**src/rtl/lpw_defines.svh**
```systemverilog
// constants of the card-presence wake-up block
// assumes a 100 MHz hclk and a 32-bit AHB-Lite register bus
`ifndef LPW_DEFINES_SVH
`define LPW_DEFINES_SVH
// ----------------------------------------
// register byte offsets
// ----------------------------------------
`define LPW_A_OP 8'h00
`define LPW_A_CMD 8'h04
`define LPW_A_WTC 8'h08
`define LPW_A_IRQ 8'h0C
`define LPW_A_ADC 8'h10
`define LPW_MB_HI 3'h1
`define LPW_R_CFG 2'h0
`define LPW_R_REF 2'h1
`define LPW_R_AVG 2'h2
`define LPW_R_RES 2'h3
// ----------------------------------------
// values and fields
// ----------------------------------------
`define LPW_OP_WAKE 32'h0000_0001
`define LPW_CMD_STOP 8'h01
`define LPW_CMD_WT 8'h02
`define LPW_CMD_DEF 8'h03
`define LPW_WTC_RST 5'h03
`define LPW_CFG_RST 8'h00
`define LPW_AMP_EN 3
`define LPW_PH_EN 4
`define LPW_I_AMP 0
`define LPW_I_PH 1
`define LPW_I_WT 2
// ----------------------------------------
// timing
// ----------------------------------------
`define LPW_CLK_KHZ 100000
`define LPW_RC_KHZ 32
`define LPW_FIELD_NS 20000
`define LPW_CLK_NS 10
// wake-up interval in 32 kHz ticks, one entry per interval code
`define LPW_WT_TOP '{15'h0140, 15'h0280, 15'h0640, 15'h0C80, \
  15'h1900, 15'h3200, 15'h4B00, 15'h6400}
`endif

```
**src/rtl/lpw_pkg.sv**
```systemverilog
// types of the card-presence wake-up block
// assumes lpw_defines.svh for all numbers
package lpw_pkg;
  typedef struct packed {
    logic inc;
    logic use_avg;
    logic [1:0] wsel;
    logic [3:0] thr;
  } lpw_cfg_t;
  typedef struct packed {
    logic start;
    logic method;
    logic field_on;
  } lpw_meas_t;
  typedef enum logic [1:0] {
    LPW_IDLE = 2'b00,
    LPW_WAIT = 2'b01,
    LPW_FIELD = 2'b11,
    LPW_EVAL = 2'b10
  } lpw_state_t;
endpackage : lpw_pkg

```
**src/rtl/lpw_wakeup.sv**
```systemverilog
// card-presence wake-up detection with its AHB-Lite register file
// assumes an 8-bit converter outside that answers meas.start with adc_done
//
// Chosen here: the register addresses and register access over AHB-Lite.
`timescale 1ns/100ps
`include "lpw_defines.svh"
// What this block does
// wake-up mode entered only by writing the wake bit with all others zero
// a 32 kHz tick from a divider paces the wake-up timer
// amplitude and phase measurements, each enabled on its own
// in wake-up mode measure every period, interrupt on a difference
// reader field is on only about 20 us per measurement
// timer control picks interval 10..800 ms, default 100, and methods
// each method has config, host reference, average and result registers
// interrupt only when absolute difference is above the threshold
// reference is the running average or the host value, per method
// config holds threshold, reference choice and averaging weight
// host sets up wake-up configuration before entry, not during it
// average moves to old minus (old minus result) over weight
// averaging is done on 10 bits
// first entry seeds average from nonzero reference, else first result
// a config bit decides if an interrupting sample joins the average
// host changes timer settings only while the timer is stopped
// stop-all command halts every timer including wake-up timer
// start-timer command works outside wake-up mode and flags expiry
// 8-bit converter result stays readable in its own register
// detection flag holds until the host reads the interrupt register
// displayed average is the upper 8 bits of the accumulator
module lpw_wakeup #(
  parameter int DW = 8,
  parameter int AW = 10,
  parameter int RC_DIV = `LPW_CLK_KHZ / `LPW_RC_KHZ,
  parameter int FIELD_CYC = `LPW_FIELD_NS / `LPW_CLK_NS
) (
  // clock and reset
  input wire logic hclk,
  input wire logic hresetn,
  // ahb-lite slave
  input wire logic hsel,
  input wire logic [31:0] haddr,
  input wire logic [1:0] htrans,
  input wire logic hwrite,
  input wire logic [2:0] hsize,
  input wire logic [31:0] hwdata,
  input wire logic hready,
  output logic hreadyout,
  output logic hresp,
  output logic [31:0] hrdata,
  // converter
  output lpw_pkg::lpw_meas_t meas,
  input wire logic adc_done,
  input wire logic [DW-1:0] adc_data,
  // host interrupt
  output logic irq
);
  if (AW != DW + 2 || RC_DIV < 2 || FIELD_CYC < 2) begin : g_chk
    $error("lpw_wakeup: unsupported parameters");
  end

  // ----------------------------------------
  // bus slave
  // ----------------------------------------
  logic wr_q;
  logic [7:0] wa_q;
  wire acc_ok = hsel & hready & htrans[1];
  wire [7:0] ra = haddr[7:0];
  assign hreadyout = 1'b1;
  assign hresp = 1'b0;

  always_ff @(posedge hclk or negedge hresetn) begin
    if (!hresetn) begin
      wr_q <= 1'b0;
      wa_q <= 8'h00;
    end else begin
      wr_q <= acc_ok & hwrite;
      wa_q <= ra;
    end
  end

  wire w_op = wr_q & (wa_q == `LPW_A_OP);
  wire w_cmd = wr_q & (wa_q == `LPW_A_CMD);
  wire w_wtc = wr_q & (wa_q == `LPW_A_WTC);
  wire w_mth = wr_q & (wa_q[7:5] == `LPW_MB_HI);
  wire w_msel = wa_q[4];
  wire [1:0] w_mreg = wa_q[3:2];
  wire rd_irq = acc_ok & !hwrite & (ra == `LPW_A_IRQ);
  wire c_stop = w_cmd & (hwdata[7:0] == `LPW_CMD_STOP);
  wire c_wt = w_cmd & (hwdata[7:0] == `LPW_CMD_WT);
  wire c_def = w_cmd & (hwdata[7:0] == `LPW_CMD_DEF);

  // ----------------------------------------
  // configuration registers
  // ----------------------------------------
  logic wake;
  logic wake_q;
  logic [4:0] wtc;
  lpw_pkg::lpw_cfg_t cfg [2];
  logic [DW-1:0] refr [2];
  logic [AW-1:0] acc [2];
  logic [DW-1:0] res [2];
  logic [DW-1:0] adc_out;
  logic [2:0] irqf;
  logic [1:0] init_done;

  // any other bit set means another mode, so wake-up is left
  always_ff @(posedge hclk or negedge hresetn) begin
    if (!hresetn) begin
      wake <= 1'b0;
      wake_q <= 1'b0;
      wtc <= `LPW_WTC_RST;
    end else begin
      wake_q <= wake;
      if (c_def) begin
        wake <= 1'b0;
        wtc <= `LPW_WTC_RST;
      end else begin
        if (w_op)
          wake <= (hwdata == `LPW_OP_WAKE);
        if (w_wtc)
          wtc <= hwdata[4:0];
      end
    end
  end

  wire wake_ent = wake & !wake_q;
  wire amp_en = wtc[`LPW_AMP_EN];
  wire ph_en = wtc[`LPW_PH_EN];

  // ----------------------------------------
  // rc tick and wake-up timer
  // ----------------------------------------
  // divider only runs with the timer, as the rc oscillator would
  logic [$clog2(RC_DIV)-1:0] rc_cnt;
  logic tmr_run;
  logic [14:0] tmr_cnt;
  logic [14:0] tmr_top;
  wire rc_tick = tmr_run & (rc_cnt == ($clog2(RC_DIV))'(RC_DIV - 1));
  wire tmr_exp = rc_tick & (tmr_cnt >= tmr_top);
  // interval in 32 kHz ticks, 32 ticks per millisecond
  localparam logic [14:0] TMR_TOP [8] = `LPW_WT_TOP;
  assign tmr_top = TMR_TOP[wtc[2:0]];
  always_ff @(posedge hclk or negedge hresetn) begin
    if (!hresetn) begin
      rc_cnt <= '0;
      tmr_cnt <= 15'h0001;
      tmr_run <= 1'b0;
    end else begin
      if (!tmr_run || rc_tick)
        rc_cnt <= '0;
      else
        rc_cnt <= rc_cnt + 1'b1;
      if (c_stop || c_def || (!wake && wake_q)) begin
        tmr_run <= 1'b0;
      end else if (wake_ent || (c_wt && !wake)) begin
        tmr_run <= 1'b1;
        tmr_cnt <= 15'h0001;
      end else if (tmr_exp) begin
        tmr_cnt <= 15'h0001;
        tmr_run <= wake;
      end else if (rc_tick) begin
        tmr_cnt <= tmr_cnt + 15'h0001;
      end
    end
  end

  // ----------------------------------------
  // measurement sequencer
  // ----------------------------------------
  lpw_pkg::lpw_state_t state;
  lpw_pkg::lpw_state_t next_state;
  logic sel;
  logic next_sel;
  logic got;
  logic [$clog2(FIELD_CYC)-1:0] fcnt;
  wire f_end = fcnt == ($clog2(FIELD_CYC))'(FIELD_CYC - 1);
  logic [$clog2(FIELD_CYC):0] on_cnt; // wider than fcnt, so an overrun cannot wrap unseen
  always_comb begin
    next_state = state;
    next_sel = sel;
    unique case (state)
      lpw_pkg::LPW_IDLE: begin
        if (wake && tmr_run)
          next_state = lpw_pkg::LPW_WAIT;
      end
      lpw_pkg::LPW_WAIT: begin
        if (!wake || !tmr_run) begin
          next_state = lpw_pkg::LPW_IDLE;
        end else if (tmr_exp && (amp_en || ph_en)) begin
          next_state = lpw_pkg::LPW_FIELD;
          next_sel = !amp_en;
        end
      end
      lpw_pkg::LPW_FIELD: begin
        if (!wake || !tmr_run)
          next_state = lpw_pkg::LPW_IDLE;
        else if (adc_done || f_end)
          next_state = lpw_pkg::LPW_EVAL;
      end
      lpw_pkg::LPW_EVAL: begin
        if (!sel && ph_en && wake && tmr_run) begin
          next_state = lpw_pkg::LPW_FIELD;
          next_sel = 1'b1;
        end else begin
          next_state = lpw_pkg::LPW_WAIT;
        end
      end
    endcase
  end

  always_ff @(posedge hclk or negedge hresetn) begin
    if (!hresetn) begin
      state <= lpw_pkg::LPW_IDLE;
      sel <= 1'b0;
      got <= 1'b0;
      fcnt <= '0;
      on_cnt <= '0;
    end else begin
      state <= next_state;
      sel <= next_sel;
      fcnt <= (state == lpw_pkg::LPW_FIELD) ? fcnt + 1'b1 : '0;
      on_cnt <= (state == lpw_pkg::LPW_FIELD) ? on_cnt + 1'b1 : '0;
      if (state == lpw_pkg::LPW_FIELD)
        got <= adc_done;
    end
  end
  wire in_field = state == lpw_pkg::LPW_FIELD;
  wire eval = (state == lpw_pkg::LPW_EVAL) & got;
  assign meas.field_on = in_field;
  assign meas.start = in_field & (fcnt == '0);
  assign meas.method = sel;

  // converter result stays visible after the field is off
  always_ff @(posedge hclk or negedge hresetn) begin
    if (!hresetn)
      adc_out <= '0;
    else if (in_field && adc_done)
      adc_out <= adc_data;
  end

  // ----------------------------------------
  // per-method compare and averaging
  // ----------------------------------------
  logic [1:0] hit;
  for (genvar i = 0; i < 2; i++) begin : g_m
    wire [DW-1:0] avg8 = acc[i][AW-1:AW-DW];
    wire [DW-1:0] refa = cfg[i].use_avg ? avg8 : refr[i];
    wire [DW-1:0] m = res[i];
    wire [DW-1:0] dabs = (m >= refa) ? m - refa : refa - m;
    wire [AW:0] diff = {1'b0, acc[i]} - {1'b0, m, 2'b00};
    wire signed [AW:0] step = $signed(diff) >>> ({1'b0, cfg[i].wsel} + 3'd1);
    wire [AW-1:0] next_acc = acc[i] - step[AW-1:0];
    wire me = eval & (sel == i);
    assign hit[i] = me & init_done[i] & ({4'h0, dabs} > {4'h0, cfg[i].thr});
    wire upd = me & init_done[i] & (!hit[i] | cfg[i].inc);

    always_ff @(posedge hclk or negedge hresetn) begin
      if (!hresetn) begin
        cfg[i] <= `LPW_CFG_RST;
        refr[i] <= '0;
        acc[i] <= '0;
        res[i] <= '0;
        init_done[i] <= 1'b0;
      end else if (c_def) begin
        cfg[i] <= `LPW_CFG_RST;
        refr[i] <= '0;
        acc[i] <= '0;
        init_done[i] <= 1'b0;
      end else begin
        if (w_mth && w_msel == i && w_mreg == `LPW_R_CFG)
          cfg[i] <= hwdata[7:0];
        if (w_mth && w_msel == i && w_mreg == `LPW_R_REF)
          refr[i] <= hwdata[DW-1:0];
        if (in_field && sel == i && adc_done)
          res[i] <= adc_data;
        if (wake_ent && !init_done[i] && refr[i] != '0) begin
          acc[i] <= {refr[i], 2'b00};
          init_done[i] <= 1'b1;
        end else if (me && !init_done[i]) begin
          acc[i] <= {m, 2'b00};
          init_done[i] <= 1'b1;
        end else if (upd) begin
          acc[i] <= next_acc;
        end
      end
    end

  end

  // ----------------------------------------
  // interrupt flags, set wins over read-clear
  // ----------------------------------------
  wire tmr_flag = tmr_exp & !wake;
  always_ff @(posedge hclk or negedge hresetn) begin
    if (!hresetn)
      irqf <= 3'h0;
    else if (c_def)
      irqf <= 3'h0;
    else begin
      irqf[`LPW_I_AMP] <= hit[0] | (irqf[`LPW_I_AMP] & !rd_irq);
      irqf[`LPW_I_PH] <= hit[1] | (irqf[`LPW_I_PH] & !rd_irq);
      irqf[`LPW_I_WT] <= tmr_flag | (irqf[`LPW_I_WT] & !rd_irq);
    end
  end
  assign irq = |irqf;

  // ----------------------------------------
  // read data
  // ----------------------------------------
  logic [31:0] next_rd;
  wire rmsel = ra[4];
  always_comb begin
    next_rd = 32'h0000_0000;
    if (ra[7:5] == `LPW_MB_HI) begin
      unique case (ra[3:2])
        `LPW_R_CFG: next_rd[7:0] = cfg[rmsel];
        `LPW_R_REF: next_rd[DW-1:0] = refr[rmsel];
        `LPW_R_AVG: next_rd[DW-1:0] = acc[rmsel][AW-1:AW-DW];
        `LPW_R_RES: next_rd[DW-1:0] = res[rmsel];
      endcase
    end else begin
      unique case (ra)
        `LPW_A_OP: next_rd[0] = wake;
        `LPW_A_WTC: next_rd[4:0] = wtc;
        `LPW_A_IRQ: next_rd[2:0] = irqf;
        `LPW_A_ADC: next_rd[DW-1:0] = adc_out;
        default: next_rd = 32'h0000_0000;
      endcase
    end
  end

  always_ff @(posedge hclk or negedge hresetn) begin
    if (!hresetn)
      hrdata <= 32'h0000_0000;
    else if (acc_ok && !hwrite)
      hrdata <= next_rd;
  end
endmodule : lpw_wakeup

```
**config.mk**
```make
export PLATFORM = sky130hd
export DESIGN_NAME = lpw_wakeup
export DESIGN_NICKNAME = d
export VERILOG_FILES = /design/src/rtl/lpw_pkg.sv /design/src/rtl/lpw_wakeup.sv
export VERILOG_INCLUDE_DIRS = /design/src /design/src/rtl
export SDC_FILE = /design/constraint.sdc
export NUM_CORES = 1
export LEC_CHECK = 0
export ABC_AREA = 1
export BUFFER_PORTS_ARGS = -buffer_cell sky130_fd_sc_hd__buf_2
export CORE_UTILIZATION = 45
export CTS_CLUSTER_SIZE = 20
export DETAILED_ROUTE_END_ITERATION = 8
export PLACE_DENSITY = 0.72
export SYNTH_ARGS = -nofsm -noshare
export SYNTH_HDL_FRONTEND = slang
export SYNTH_SLANG_ARGS = --single-unit
```
**constraint.sdc**
```tcl
create_clock -name hclk -period 5.65 [get_ports hclk]
set_input_delay 0.565 -clock hclk [delete_from_list [all_inputs] [get_ports hclk]]
set_output_delay 0.565 -clock hclk [all_outputs]
set_load 0.05 [all_outputs]
```
==> results.md <==
- Die ar.: about 27000 µm²
- CP max FO: 15
- Share of the synthesized area in the top cell type: 30.8%
- Sequential area share after synthesis: about a third
- Actual slew at the worst max-slew pin: 1.17 ns
- Power after layout: 3.14 mW
- Nets: between 1500 and 2000
- Post-Route WL: ~34 mm
- Post-synthesis adder-cell area fraction: roughly 11%
- Max stage delay on crit path: ~0.62 ns
- Ys flop type: dfrtp_1
- Vias post-DR: between 10000 and 15000
- Warnings from Yosys: 0
- Critical Path Sink Type: register
- Synth area leaders: dfrtp_1 (31%), nand2_1 (12%), ha_1 (9.7%)
- Via density: ~5.5
- Cell area power density: ~240 nW/µm²
- Die height: roughly 160 µm
- Crit path launch: cfg[6]$_DFFE_PN0P_
- Hold Buf Count CTS: 0
- Final cell count without fillers: between 2000 and 2500
- Largest delay contributor family on the critical path: simple AND/OR/NAND/NOR gates
- Share of cells above drive strength 1: 8.22%
- Post-synth EDFFs: 0
- Clock latency at the later pin of the worst-skew pair: between 0.4 and 0.5 ns
- XOR/XNOR share of the synthesized area: under 10%
- Final period util: approximately three quarters
- RD Place Congestion: about 0.96
- Synth cell types: 57
- Post-route ant nets: 0
- Synth Register Bits: between 100 and 150
- Clock Sinks: about 150
- Worst hold slack: 0.182 ns
- Synth Area in Compound Gates: a little under a fifth
- H-tree depth: 4
- Buffers added on ports: 66
- Final Max Slew Viols: 0
- FF-to-FF setup slack: roughly 1.4 ns
- Leakage: about 6.4 nW
- Final hold vios: 0
- Core area: between 20000 and 30000 µm²
- Storage cell area: around 3700 µm²
- Critical Path Source Type: register
- Kind of critical path: reg -> reg
- Dpl hpwl: 25.8 mm
- Async set-reset flop share out of synthesis: 100%
- Post-Synth Simple-Gate Area: around a quarter
- Slowest-stage cell, CP: dfrtp_1
- Synthesized area: roughly 12000 µm²
- CTS Root Cell: clkbuf_16
- R2r startpoint: cfg[6]$_DFFE_PN0P_
- Num CTS Buffers: 17
- Setup TNS: 0 ns
- Cell mode on critical path: nand2_1
- Multiplexer area fraction after synthesis: 0.531%
- CP bufs+invs: 5
- Final worst slack: between 1 and 1.5 ns
- Post-CTS Setup Bufs: 0
- Max-slew headroom: 21.9%
- Syn Area/Cell: between 7 and 8 µm²
- Placed cells: approximately 2000
- Synthesis-to-layout area growth: 9.59%
- Final min period: 4.26 ns
- Initial drt markers: 1030
- CTS Buffer Depth: 2
- Multi-input gate area: approximately 6800 µm²
- Clock skew: between 0.015 and 0.02 ns
- Fmax: between 0.2 and 0.25 GHz
- Clock transition at path regs: around 0.070 ns
- Largest net degree at the start of global routing: between 80 and 90
- FF-to-FF End: acc[6]$_DFFE_PN0P_
- Initial antenna violation count: 1
- Floorplan row count: between 50 and 60
- Crit-path cells: inv_1, or2_2, o21ai_0, inv_1, ha_1, inv_2, o21ai_1, a21oi_1, nand3_2, o21ai_0, xor2_1, inv_1, ha_1, nand2_1, o21ai_0, nand2_1, nor2_1, nand2_1, nand2_1, nand2_2, nand2_4, inv_2, nand2_1, nand2_1
- Starting Density: ~46%
- Largest family of logic cells by synthesized area: simple AND/OR/NAND/NOR gates
- Worst VDD drop: between 200 and 250 µV
- Drt drc: 0
- Area leader, netlist: dfrtp_1
- WP data arrival: about 4.6 ns
- Number of global-route vias before repair: between 10000 and 15000
- Layout filler cell count: between 2000 and 3000
- Drt pass-1 iters: 6
- All-Layer GR Usage: 25.7%
- Wire per inst: 16.3 µm
- Boundary Pins: roughly 120
- First-pass GRT wire length: 53.6 mm
- Hold Crit Class: in -> async
- Outcome: finished, final reports clean
- CTS tree: done
- Resized cells post-CTS: 0
- CP required: around 6.0 ns
- Synth Instances: 1675
- Die W: ~160 µm
- Worst Reg-to-Reg Cells: 24
- Total grt overflow: 0
- Final Setup Violations: 0
- Pre-CTS WS: approximately 1.5 ns
- N_diodes: 0
- RSZ-0062 raised after global routing: no
- Max-cap violation count: 0
==> report_power, final <==
| group | leakage (nW) | switching (mW) | internal [mW] |
|---|---|---|---|
| clock | 0.309 | 0.530 | 0.718 |
| combinational | 4.26 | 0.470 | 0.247 |
| sequential | 1.83 | 0.0588 | 1.12 |
| total | 6.40 | 1.06 | 2.08 |
==> metrics by stage <==
stage	cell area, µm²	utilization [%]
finish	12900	50.8
global route	12900	50.8
CTS	12900	50.8
detailed placement	12300	48.3
global placement	12300	48.3
floorplan	11900	-
==> flip-flops by register name, indices dropped and copies added, names as in the netlist, 2 cells and up <==
name,count
init_done,2
acc,20
tmr_cnt,15
cfg,16
hrdata,8
irqf,3
wtc,5
fcnt,11
adc_out,8
state,2
refr,16
rc_cnt,12
wa_q,8
g_m.m,16
==> area by class of cell <==
cell class	count	area share [%]
clock inverters	15	1.64
clock buffers	17	3.30
multi-input cells	1235	53.0
repair buffers	68	2.72
well taps	330	3.20
flip-flops and latches	148	28.7
inverters	256	7.45
==> kinds of logic after synthesis <==
family	Yosys count
AND/OR/NAND/NOR	664
flip-flops	148
AO/OA/AOI/OAI	400
other	2
buffers and inverters	316
XOR/XNOR	40
multiplexers	6
adder cells (fa/ha/maj)	99
==> layer usage <==
| metal | GRT usage, % | wire length [µm] | vias to the layer above |
|---|---|---|---|
| li1 | - | - | 5606 |
| met1 | 34.7 | 14900 | 5267 |
| met2 | 41.9 | 15500 | 448 |
| met3 | 4.34 | 2480 | 62 |
| met4 | 8.21 | 742 | 0 |
| met5 | 0 | 0 | - |
==> how the worst max path moves through the flow <==
| stage | cells after the start | slack [ns] | endpoint |
|---|---|---|---|
| finish | 24 | 1.39 | acc[6]$_DFFE_PN0P_ |
| global route | 23 | 1.03 | acc[0]$_DFFE_PN0P_ |
| CTS | 24 | 1.46 | acc[9]$_DFFE_PN0P_ |
| detailed placement | 24 | 1.49 | acc[9]$_DFFE_PN0P_ |
| global placement | 24 | 1.60 | acc[6]$_DFFE_PN0P_ |
| floorplan | 27 | 2.14 | acc[8]$_DFFE_PN0P_ |
==> placed cells by master (no fill, tap or decap), types with 4 or more instances in the layout <==
cell type	count
inv_2	10
ha_1	91
inv_1	238
or2_2	8
dfrtp_1	145
a221oi_1	7
nand2_2	4
o211ai_1	11
inv_6	4
a31oi_1	9
nand3_1	72
xor2_1	31
nand4_1	14
a21oi_1	108
mux2i_1	4
a21o_1	6
nand2_1	390
fa_1	8
nand3_2	4
o21ai_1	29
a211oi_1	4
inv_8	4
nor4_1	18
conb_1	26
o22ai_1	11
nor3b_1	4
nor2_1	107
buf_2	65
xnor2_1	9
clkinv_1	7
o21ai_0	194
clkbuf_16	17
nor3_1	30
==> cells in the mapped netlist, types with 6 or more instances <==
cell type  number
nand4_1        14
a31oi_1         9
xnor2_1         9
fa_1            8
or2_2           8
nor3_1         30
o211ai_1       11
xor2_1         31
clkbuf_1       25
nor2_1        107
a21oi_1       108
nand3_1        72
a221oi_1        7
a21o_1          6
dfrtp_1       145
o22ai_1        11
nand2_1       390
ha_1           91
buf_4          28
inv_1         238
nor4_1         18
o21ai_0       194
inv_2          10
clkinv_1        7
o21ai_1        29
Note: power is estimated with default switching activity, not from simulation.
